[src/bpp_cfg.svh]
// register offsets, field positions and reset values for the port block
`ifndef BPP_CFG_SVH
`define BPP_CFG_SVH
`define BPP_ADDR_W        4
`define BPP_OFF_D_DIR     4'h0
`define BPP_OFF_D_LAT     4'h1
`define BPP_OFF_D_PIN     4'h2
`define BPP_OFF_D_ANS     4'h3
`define BPP_OFF_C_DIR     4'h4
`define BPP_OFF_C_LAT     4'h5
`define BPP_OFF_C_PIN     4'h6
`define BPP_OFF_C_ANS     4'h7
`define BPP_OFF_SLEW      4'h8
`define BPP_OFF_CFG       4'h9
`define BPP_OFF_IRQ_STAT  4'ha
`define BPP_OFF_IRQ_MASK  4'hb
`define BPP_C_IMPL        8'hc0
`define BPP_SLEW_IMPL     8'h1f
`define BPP_RST_DIR       8'hff
`define BPP_RST_ANS       8'hff
`define BPP_RST_LAT       8'h00
`define BPP_RST_SLEW      8'h1f
`define BPP_RST_CFG       8'h01
`define BPP_CFG_REMAP_BIT 0
`define BPP_PIN_SIX       6
`define BPP_PIN_SEVEN     7
`endif

[src/bpp_pkg.sv]
// types shared by the port block files
package bpp_pkg;
  typedef logic [7:0] bpp_byte_t;
  typedef struct packed
  {
    logic [2:0] s1;
    logic       val;
  } bpp_sync_t;
endpackage

[src/bpp_port.sv]
// bidirectional port logic: fourth port and upper two pins of third port
//
// Behaviour
// RULE_01: fourth-port direction bit 1 makes the pin input, driver off
// RULE_02: fourth-port direction bit 0 drives the pin from its latch
// RULE_03: fourth port has eight pins, each with independent direction
// RULE_04: output latch is a register of its own, apart from pin read
// RULE_05: latch reads return latch value, not pin level
// RULE_06: reset sets every fourth-port analog-select bit
// RULE_07: output pin drives latch bit; analog select leaves output alone
// RULE_08: analog select blocks digital input, pin reads give zero; serial receive and clock inputs still see the raw level
// RULE_09: async serial transmit drives upper pin six despite direction 1
// RULE_10: sync serial mode uses pin six as clock, out if master
// RULE_11: async serial mode routes pin seven level to receiver
// RULE_12: sync serial mode uses pin seven as two-way data
// RULE_13: remap bit 0 sends spi data out to pin seven
// RULE_14: unimplemented register bits read zero, writes ignored
// RULE_15: with several peripheral outputs on a pin, highest priority wins
// RULE_16: direction reads return stored value despite peripheral override
// RULE_17: pin levels pass a synchroniser before software reads them
`timescale 1ns/100ps
`include "bpp_cfg.svh"
module bpp_port
  import bpp_pkg::*;
(
  // clock and reset
  input  wire logic                   core_clk,
  input  wire logic                   rst,
  // register port
  input  wire logic [`BPP_ADDR_W-1:0] reg_addr,
  input  wire logic [7:0]             reg_wdata,
  input  wire logic                   reg_wr,
  input  wire logic                   reg_rd,
  output logic      [7:0]             reg_rdata,
  // fourth port pins
  input  wire logic [7:0]             port_d_in,
  output logic      [7:0]             port_d_out,
  output logic      [7:0]             port_d_oe,
  // third port upper pins, bit 0 is pin six
  input  wire logic [1:0]             port_c_in,
  output logic      [1:0]             port_c_out,
  output logic      [1:0]             port_c_oe,
  // serial controller
  input  wire logic                   ser_enable,
  input  wire logic                   ser_sync_mode,
  input  wire logic                   ser_tx_data,
  input  wire logic                   ser_clk_master,
  input  wire logic                   ser_clk_out,
  input  wire logic                   ser_data_out,
  input  wire logic                   ser_data_drive,
  output logic                        ser_rx_data,
  output logic                        ser_clk_in,
  // sync serial controller
  input  wire logic                   spi_enable,
  input  wire logic                   spi_data_out,
  // interrupt
  output logic                        irq
);
  // ==========================================================
  // state
  typedef struct packed
  {
    bpp_byte_t d_dir;
    bpp_byte_t d_lat;
    bpp_byte_t d_ans;
    bpp_byte_t c_dir;
    bpp_byte_t c_lat;
    bpp_byte_t c_ans;
    bpp_byte_t slew;
    bpp_byte_t cfg;
    bpp_byte_t stat;
    bpp_byte_t mask;
    bpp_byte_t d_pin;
    bpp_byte_t c_pin;
    bpp_byte_t rdata;
    bpp_byte_t d_out;
    bpp_byte_t d_oe;
    logic [1:0] c_out;
    logic [1:0] c_oe;
    logic      rx;
    logic      ck_in;
    logic      irq;
  } bpp_state_t;

  bpp_state_t st_r;
  bpp_state_t st_nxt;
  logic [7:0] d_sync;
  logic [1:0] c_sync;

  // ==========================================================
  // pin synchronisers
  genvar gi;
  generate
    for (gi = 0; gi < 8; gi++)
    begin : g_dsync
      bpp_sync u_sync (
        .core_clk (core_clk),
        .rst      (rst),
        .pin_in   (port_d_in[gi]),
        .level    (d_sync[gi])
      ); // see RULE_17
    end
    for (gi = 0; gi < 2; gi++)
    begin : g_csync
      bpp_sync u_sync (
        .core_clk (core_clk),
        .rst      (rst),
        .pin_in   (port_c_in[gi]),
        .level    (c_sync[gi])
      ); // see RULE_17
    end
  endgenerate

  // byte write with implemented-bit mask
  function automatic bpp_byte_t wr_mask(input bpp_byte_t old,
                                        input bpp_byte_t val,
                                        input bpp_byte_t impl);
    wr_mask = (old & ~impl) | (val & impl);
  endfunction

  // ==========================================================
  // next state
  logic       tx_on;
  logic       sck_drv;
  logic       sdt_drv;
  logic       spi_on;
  logic [1:0] c_dig;
  logic [7:0] ev;

  always_comb
  begin
    st_nxt = st_r;
    tx_on = ser_enable & ~ser_sync_mode;
    sck_drv = ser_enable & ser_sync_mode & ser_clk_master;
    sdt_drv = ser_enable & ser_sync_mode & ser_data_drive;
    spi_on = spi_enable & ~st_r.cfg[`BPP_CFG_REMAP_BIT]; // see RULE_13
    c_dig = c_sync & ~st_r.c_ans[`BPP_PIN_SEVEN:`BPP_PIN_SIX];

    // fourth port: direction and latch per pin
    st_nxt.d_oe = ~st_r.d_dir;          // see RULE_01 see RULE_02 see RULE_03
    st_nxt.d_out = st_r.d_lat;          // see RULE_07
    st_nxt.d_pin = d_sync & ~st_r.d_ans; // see RULE_08

    // pin six: serial takes priority over latch
    if (tx_on)
    begin
      st_nxt.c_oe[0] = 1'b1;            // see RULE_09 see RULE_15
      st_nxt.c_out[0] = ser_tx_data;
    end
    else if (sck_drv)
    begin
      st_nxt.c_oe[0] = 1'b1;            // see RULE_10
      st_nxt.c_out[0] = ser_clk_out;
    end
    else if (ser_enable)
    begin
      st_nxt.c_oe[0] = 1'b0;            // see RULE_10
      st_nxt.c_out[0] = st_r.c_lat[`BPP_PIN_SIX];
    end
    else
    begin
      st_nxt.c_oe[0] = ~st_r.c_dir[`BPP_PIN_SIX];
      st_nxt.c_out[0] = st_r.c_lat[`BPP_PIN_SIX];
    end

    // pin seven: spi over serial data over latch
    if (spi_on)
    begin
      st_nxt.c_oe[1] = 1'b1;            // see RULE_13 see RULE_15
      st_nxt.c_out[1] = spi_data_out;
    end
    else if (sdt_drv)
    begin
      st_nxt.c_oe[1] = 1'b1;            // see RULE_12
      st_nxt.c_out[1] = ser_data_out;
    end
    else if (ser_enable)
    begin
      st_nxt.c_oe[1] = 1'b0;            // see RULE_11 see RULE_12
      st_nxt.c_out[1] = st_r.c_lat[`BPP_PIN_SEVEN];
    end
    else
    begin
      st_nxt.c_oe[1] = ~st_r.c_dir[`BPP_PIN_SEVEN];
      st_nxt.c_out[1] = st_r.c_lat[`BPP_PIN_SEVEN];
    end

    // peripheral inputs use the raw synchronised level, not analog-gated
    st_nxt.rx = c_sync[1];              // see RULE_11 see RULE_12
    st_nxt.ck_in = c_sync[0];           // see RULE_10
    st_nxt.c_pin = {c_dig, 6'h00};      // see RULE_08 see RULE_14

    // events: rising digital level on the two third-port pins and pin 0..5
    ev = {c_dig & ~st_r.c_pin[7:6], d_sync[5:0] & ~st_r.d_ans[5:0]
          & ~st_r.d_pin[5:0]};

    // register writes
    if (reg_wr)
    begin
      unique case (reg_addr)
        `BPP_OFF_D_DIR:
        begin
          st_nxt.d_dir = reg_wdata;
        end
        `BPP_OFF_D_LAT:
        begin
          st_nxt.d_lat = reg_wdata;  // see RULE_04
        end
        // a write to the pin-level index lands in the latch
        `BPP_OFF_D_PIN:
        begin
          st_nxt.d_lat = reg_wdata;
        end
        `BPP_OFF_D_ANS:
        begin
          st_nxt.d_ans = reg_wdata;
        end
        `BPP_OFF_C_DIR:
        begin
          st_nxt.c_dir =
            wr_mask(st_r.c_dir, reg_wdata, `BPP_C_IMPL); // see RULE_14
        end
        `BPP_OFF_C_LAT, `BPP_OFF_C_PIN:
        begin
          st_nxt.c_lat =
            wr_mask(st_r.c_lat, reg_wdata, `BPP_C_IMPL);
        end
        `BPP_OFF_C_ANS:
        begin
          st_nxt.c_ans =
            wr_mask(st_r.c_ans, reg_wdata, `BPP_C_IMPL);
        end
        `BPP_OFF_SLEW:
        begin
          st_nxt.slew = reg_wdata & `BPP_SLEW_IMPL;
        end
        `BPP_OFF_CFG:
        begin
          st_nxt.cfg = {7'h00, reg_wdata[0]};
        end
        `BPP_OFF_IRQ_MASK:
        begin
          st_nxt.mask = reg_wdata;
        end
        default: ;
      endcase
    end
    // write-one-to-clear; a new event wins over the clear
    if (reg_wr && reg_addr == `BPP_OFF_IRQ_STAT)
    begin
      st_nxt.stat = (st_r.stat & ~reg_wdata) | ev;
    end
    else
    begin
      st_nxt.stat = st_r.stat | ev;
    end
    st_nxt.irq = |(st_nxt.stat & st_nxt.mask);

    // register reads, data in the following cycle only
    st_nxt.rdata = 8'h00;
    if (reg_rd)
    begin
      unique case (reg_addr)
        `BPP_OFF_D_DIR:
        begin
          st_nxt.rdata = st_r.d_dir;
        end
        `BPP_OFF_D_LAT:
        begin
          st_nxt.rdata = st_r.d_lat;   // see RULE_05
        end
        `BPP_OFF_D_PIN:
        begin
          st_nxt.rdata = st_r.d_pin;
        end
        `BPP_OFF_D_ANS:
        begin
          st_nxt.rdata = st_r.d_ans;
        end
        `BPP_OFF_C_DIR:
        begin
          st_nxt.rdata = st_r.c_dir;   // see RULE_16
        end
        `BPP_OFF_C_LAT:
        begin
          st_nxt.rdata = st_r.c_lat;   // see RULE_05
        end
        `BPP_OFF_C_PIN:
        begin
          st_nxt.rdata = st_r.c_pin;
        end
        `BPP_OFF_C_ANS:
        begin
          st_nxt.rdata = st_r.c_ans;
        end
        `BPP_OFF_SLEW:
        begin
          st_nxt.rdata = st_r.slew;
        end
        `BPP_OFF_CFG:
        begin
          st_nxt.rdata = st_r.cfg;
        end
        `BPP_OFF_IRQ_STAT:
        begin
          st_nxt.rdata = st_r.stat;
        end
        `BPP_OFF_IRQ_MASK:
        begin
          st_nxt.rdata = st_r.mask;
        end
        default: st_nxt.rdata = 8'h00;
      endcase
    end
  end

  // ==========================================================
  // registers
  always_ff @(posedge core_clk)
  begin
    if (rst)
    begin
      st_r <= '0;
      st_r.d_dir <= `BPP_RST_DIR;
      st_r.d_lat <= `BPP_RST_LAT;
      st_r.d_ans <= `BPP_RST_ANS;               // see RULE_06
      st_r.c_dir <= `BPP_RST_DIR & `BPP_C_IMPL;
      st_r.c_lat <= `BPP_RST_LAT;
      st_r.c_ans <= `BPP_RST_ANS & `BPP_C_IMPL;
      st_r.slew <= `BPP_RST_SLEW;
      st_r.cfg <= `BPP_RST_CFG;
    end
    else
    begin
      st_r <= st_nxt;
    end
  end

  // ==========================================================
  // outputs, all registered
  assign reg_rdata = st_r.rdata;
  assign port_d_out = st_r.d_out;
  assign port_d_oe = st_r.d_oe;
  assign port_c_out = st_r.c_out;
  assign port_c_oe = st_r.c_oe;
  assign ser_rx_data = st_r.rx;
  assign ser_clk_in = st_r.ck_in;
  assign irq = st_r.irq;
endmodule

[src/bpp_sync.sv]
// three-stage pin synchroniser with agreement filter
`timescale 1ns/100ps
module bpp_sync
  import bpp_pkg::*;
(
  // clock and reset
  input  wire logic core_clk,
  input  wire logic rst,
  // pin side
  input  wire logic pin_in,
  // core side
  output logic      level
);
  bpp_sync_t st_r;
  bpp_sync_t st_nxt;

  always_comb
  begin
    st_nxt = st_r;
    st_nxt.s1 = {st_r.s1[1:0], pin_in};
    // first stage only feeds the second; change once stages 2 and 3 agree
    if (st_r.s1[1] == st_r.s1[2])
    begin
      st_nxt.val = st_r.s1[2];
    end
  end

  always_ff @(posedge core_clk)
  begin
    if (rst)
    begin
      st_r <= '0;
    end
    else
    begin
      st_r <= st_nxt;
    end
  end

  assign level = st_r.val;
endmodule

[config.mk]
export PLATFORM = sky130hd
export DESIGN_NAME = bpp_port
export DESIGN_NICKNAME = d
export VERILOG_FILES = /design/src/bpp_pkg.sv /design/src/bpp_port.sv /design/src/bpp_sync.sv
export VERILOG_INCLUDE_DIRS = /design/src
export SDC_FILE = /design/constraint.sdc
export NUM_CORES = 1
export LEC_CHECK = 0
export BUFFER_PORTS_ARGS = -buffer_cell sky130_fd_sc_hd__buf_2
export CORE_MARGIN = 2
export CORE_UTILIZATION = 25
export DETAILED_ROUTE_END_ITERATION = 10
export PLACE_DENSITY = 0.38
export SKIP_CTS_REPAIR_TIMING = 1
export SYNTH_ARGS = -nofsm -noshare
export SYNTH_HDL_FRONTEND = slang
export SYNTH_SLANG_ARGS = --single-unit
[constraint.sdc]
create_clock -name core_clk -period 3.48 [get_ports core_clk]
set_clock_uncertainty 0.05 [all_clocks]
set_input_delay 0.174 -clock core_clk [delete_from_list [all_inputs] [get_ports core_clk]]
set_output_delay 0.174 -clock core_clk [all_outputs]
set_load 0.02 [all_outputs]
=== Yosys cells after proc, flatten, opt, wreduce, memory -nomap -nowiden ===
Cells that the tools add are included.

* Register bits after elaboration: 157
* Input bits: 35
* Output and inout bits: 31
* Logic and storage cells: 119

* Eq/ne operators: 21
* Mux-type cells: 14
* Bitwise gates (word level): 29
* Reduce and logical (&&, ||, !) cells: 14

{| class="wikitable"
|+ Operators with widths
! operator !! count
|-
| $pmux 8 s12 || 1
|-
| $and 8x8->8 || 3
|-
| $mux 8 || 3
|-
| $not 8->8 || 3
|-
| $or 6x8->8 || 3
|-
| $eq 4x3->1 const B || 4
|-
| $eq 4x4->1 const B || 4
|-
| $or 8x8->8 || 2
|-
| $reduce_and 2->1 || 8
|-
| $and 6x6->6 || 2
|-
| $not 6->6 || 2
|-
| $eq 1x1->1 || 10
|-
| $mux 1 || 10
|-
| $eq 4x2->1 const B || 2
|-
| $reduce_or 8->1 || 1
|-
| $reduce_or 2->1 || 3
|-
| $and 1x1->1 || 5
|-
| $not 1->1 || 5
|-
| $and 2x2->2 || 2
|-
| $eq 4x1->1 const B || 1
|-
| $logic_not 4->1 || 1
|-
| $not 2->2 || 2
|-
| $logic_and 1x1->1 || 1
|}

=== Depth between registers and ports, before layout ===
* Depth in word-level cells: 7
* Gate-level depth with buffers: 8
* Mapped depth without buffers: 5

=== Hierarchy ===
A second synthesis with hierarchy kept.

* Cell total of the unflattened synthesis: 529
* Area, all modules: 5014.8 µm²

{| class="wikitable"
|+ By module, submodules not included
! module !! times used !! cells each !! area an instance (µm²) !! sequential area each (µm²)
|-
| bpp_port || 1 || 429 || 3888.7 || 1861.8
|-
| bpp_sync || 10 || 10 || 112.6 || 80.1
|}

=== Least setup slack after synthesis ===
No wires, ideal clock.

* Kind: input -> register
* Start: input port reg_addr[1]
* End: register st_r, in the netlist irq
* Setup time: 0.138 ns
* Arrival time: 1.459 ns
* Data required time: 3.292 ns
* Path slack: 1.833 ns
* Cell stages on the path: 7
* Path buffers: 2
* Cell sequence: buf_2 -> nand4b_4 -> or2_1 -> buf_2 -> mux2_4 -> a22oi_1 -> a41oi_1

* Word-level cells in the longest chain between the ends: 5
* Elaborated cells between the ends (all ways): 8
* Classes of those cells: 2 x eq/ne; 3 x mux; 1 x bitwise; 2 x reduce/logical

{| class="wikitable"
|+ Ends and longest elaborated chain
! item !! RTL line !! source
|-
| from (decl) || bpp_port.sv:30 || <nowiki>input wire logic [`BPP_ADDR_W-1:0] reg_addr,</nowiki>
|-
| $eq 4x4->1, on equally long branches || -- ||
|-
| $mux 8 or $logic_and 1x1->1 (tied branches) || -- ||
|-
| $mux 8, on equally long branches || bpp_port.sv:198, bpp_port.sv:249 ||
|-
| $and 8x8->8 * || bpp_port.sv:257 || <nowiki>st_nxt.irq = |(st_nxt.stat & st_nxt.mask);</nowiki>
|-
| $reduce_or 8->1 * || bpp_port.sv:257 ||
|-
| to (signal assigned) || bpp_port.sv:335 || <nowiki>st_r <= st_nxt;</nowiki>
|-
| to (decl) || bpp_port.sv:85 || <nowiki>bpp_state_t st_r;</nowiki>
|}

Every way passes the cells marked *; elsewhere a longest branch is shown, timed or not.
A chain may end at the register's enable or synchronous reset.

=== Worst setup path in the final report ===
Same ends and word-level chain as after synthesis.

==> metrics.csv <==
stage,metric,value,unit
run_status,outcome,finished with violations,
run_status,violations,hold timing,
route,wl_per_cell,13.9,um
pwr,power_frac_comb,0.053,
sta,max_freq,527,MHz
floorplanning,die_w,148,um
sta,hold_viol_final,1,
sta,hold_ws,-0.000955,ns
worst_setup_path,startpoint_type,input port,
route,wl,11900,um
route,via_per_inst,4.24,
final_layout,antenna_cells,0,
clocking,clock-sinks,133,
pwr,internal_power,2930,uW
clocking,htree_levels,4,
synthesis,yosys_warnings,0,
worst_setup_path,worstPathRequired,3.69,ns
floorplanning,core_area,20200,sq um
synthesis,syn_nets,565,
synthesis,syn_area,5160,sq um
floorplanning,fp.dieH,148,um
sta,drv_slew,0,
sta,tns,0,ns
synthesis,async_reset_ff_frac,0,
global_routing,antenna_found_initial,0,
pwr,power.density,593,nW/um^2
synthesis,synth_enable_flop_cells,0,
worst_setup_path,endpoint_kind,flip-flop,
clocking,clk_latency,0.41,ns
clocking,cts_buffers,17,
floorplanning,fp-row-count,52,
placed_design,io_buffers,65,
synthesis,ys_top_cells_by_count,"dfxtp_1 (133), nor2b_1 (73), nor2_1 (59)",
pwr,pwr-share-clk,0.523,
global_routing,grt_pass1_wl,19100,um
final_layout,fillers,2113,
sta,grt_setup_unrepaired,false,
synthesis,ys_types,42,
route,vias,3615,
global_routing,grt_start_max_net_pins,68,
final_layout,nets,604,
synthesis,synthFlopType,dfxtp_1,
synthesis,synth.avg_cell_area,9.74,sq um
worst_setup_path,arrival,2.11,ns
synthesis,ys_seq_elements,133,
pwr,power_switching,779,uW
sta,period_needed,1.90,ns
route,drtIter0Drc,167,
worst_setup_path,crit_type,input port to flip-flop,
flow_run,max-cap-violations,0,
floorplanning,initial_utilization,0.255,
clocking,tritoncts,built,
global_routing,grt_pass1_vias,3478,
clocking,clock_path_buffers,2,
placed_design,dp_hpwl,8250,um
pwr,total_power,3710,uW
synthesis,synth_area_leaders,"dfxtp_1 (52%), nor2b_1 (8.9%), nor2_1 (4.3%)",
final_layout,syn_to_final_growth,21.2,%
sta,slew_headroom,0.329,
route,route.detailed.drc,0,
sta,setup_violations,0,
synthesis,synth_top_area_cell,dfxtp_1,
clocking,path_clk_slew,0.05,ns
pwr,p_seq_frac,0.423,
worst_setup_path,cp_max_fo,33,
route,firstDrtPassIters,4,
pwr,sw_frac_of_total,0.210,
synthesis,seq_area_frac_synth,0.516,
floorplanning,die_area,21800,sq um
pwr,peakVddDrop,0.000279,V
global_routing,grt_use_total,0.114,
route,antenna_left,0,
placed_design,gp_congestion,0.837,
final_layout,drive_above_1_share,0.192,
clocking,ctsRootBufferMaster,clkbuf_16,
sta,tightest_slew,1.00,ns
global_routing,gr-total-overflow,0,
floorplanning,io_pins,66,
pwr,p_leak,0.00249,uW
synthesis,synthCells,530,
synthesis,synth_most_common_cell,dfxtp_1,
min_path,hp-class,input port to flip-flop,
sta,finalCritPeriodShare,0.546,
synthesis,synth_top_area_frac,0.516,
==> critical path, cell delays in order <==
cell and delay (ns):
buf_2 0.54, nand4b_4 0.27, or2_1 0.43, mux2_4 0.35, a22oi_1 0.19, a41oi_1 0.13
==> power groups by stage <==
stage | logic [uW] | registers (uW) | clock network, uW
3_3_place_gp | 189 | 1600 | 0
2_1_floorplan | 139 | 1600 | 0
3_5_place_dp | 191 | 1600 | 0
5_1_grt | 218 | 1570 | 2080
4_1_cts | 191 | 1570 | 2000
6_report | 198 | 1570 | 1940
==> worst paths after layout <==
| path | startpoint | endpoint | slack (ns) | cells past startpoint |
|---|---|---|---|---|
| worst min register to register | g_csync[0].u_sync.st_nxt[2] | g_csync[0].u_sync.st_nxt[3] | 0.38 | 1 |
| worst max-delay path | reg_addr[1] | irq | 1.58 | 6 |
| worst min-delay path | spi_data_out | port_c_out[1] | -0.001 | 3 |
| worst max register to register | st_r[93] | reg_rdata[6] | 2.05 | 5 |
==> layout by cell type (no fill, tap or decap), drive strengths merged, types with 11 or more instances in the layout <==
| master | instances |
|---|---|
| dfxtp | 133 |
| nor2b | 73 |
| buf | 67 |
| nor2 | 59 |
| a21oi | 27 |
| a211o | 25 |
| o21ai | 25 |
| clkbuf | 24 |
| mux2i | 21 |
| nand2 | 20 |
| nand2b | 17 |
| dlygate4sd3 | 11 |
| mux2 | 11 |
==> cells by family after synthesis <==
logic type,after synthesis,synth area share
simple gates,194,0.201
compound gates,101,0.130
buf+inv,66,0.0718
flops,133,0.516
mux,35,0.0793
xor+xnor,1,0.00170
==> sequential cells by signal (all words and copies together) (netlist names) <==
signal	count
reg_rdata	8
port_d_oe	8
g_csync.u_sync.st_r	2
ser_rx_data	1
g_csync.u_sync.level	2
port_c_oe	2
st_r	54
port_d_out	8
st_nxt	8
g_csync.u_sync.st_nxt	4
g_dsync.u_sync.level	8
port_c_out	2
g_dsync.u_sync.st_nxt	16
ser_clk_in	1
g_dsync.u_sync.st_r	8
irq	1
==> per-stage QoR <==
| step | worst slack, ns | cell area [sq um] | hold WS [ns] | util | std cells |
|---|---|---|---|---|---|
| 6_report | 1.58 | 6260 | -0.000955 | 0.309 | 852 |
| 5_1_grt | 1.36 | 6260 | 0.0223 | 0.309 | 852 |
| 4_1_cts | 1.55 | 6150 | -0.112 | 0.304 | 841 |
| 3_5_place_dp | 1.11 | 5500 | 0.336 | 0.272 | 809 |
| 3_3_place_gp | 1.20 | 5500 | 0.331 | 0.272 | 809 |
| 2_1_floorplan | 1.83 | 5160 | 0.203 | - | 530 |
==> layer usage <==
layer / vias to the layer above / wire (um) / global-route usage
li1: 1860 / - / -
met1: 1689 / 6130 / 0.159
met2: 50 / 5140 / 0.164
met3: 16 / 378 / 0.0299
met4: 0 / 197 / 0.0505
met5: - / 0 / 0
==> area by class of cell <==
class,count,area (sq um),area share
well taps,270,338,0.0540
clock buffers,24,502,0.0802
multi-input cells,331,2130,0.340
flip-flops and latches,133,2660,0.426
repair buffers,78,453,0.0724
inverters,8,30.0,0.00480
clock inverters,8,144,0.0230
Power figures use the tool's default switching activity.
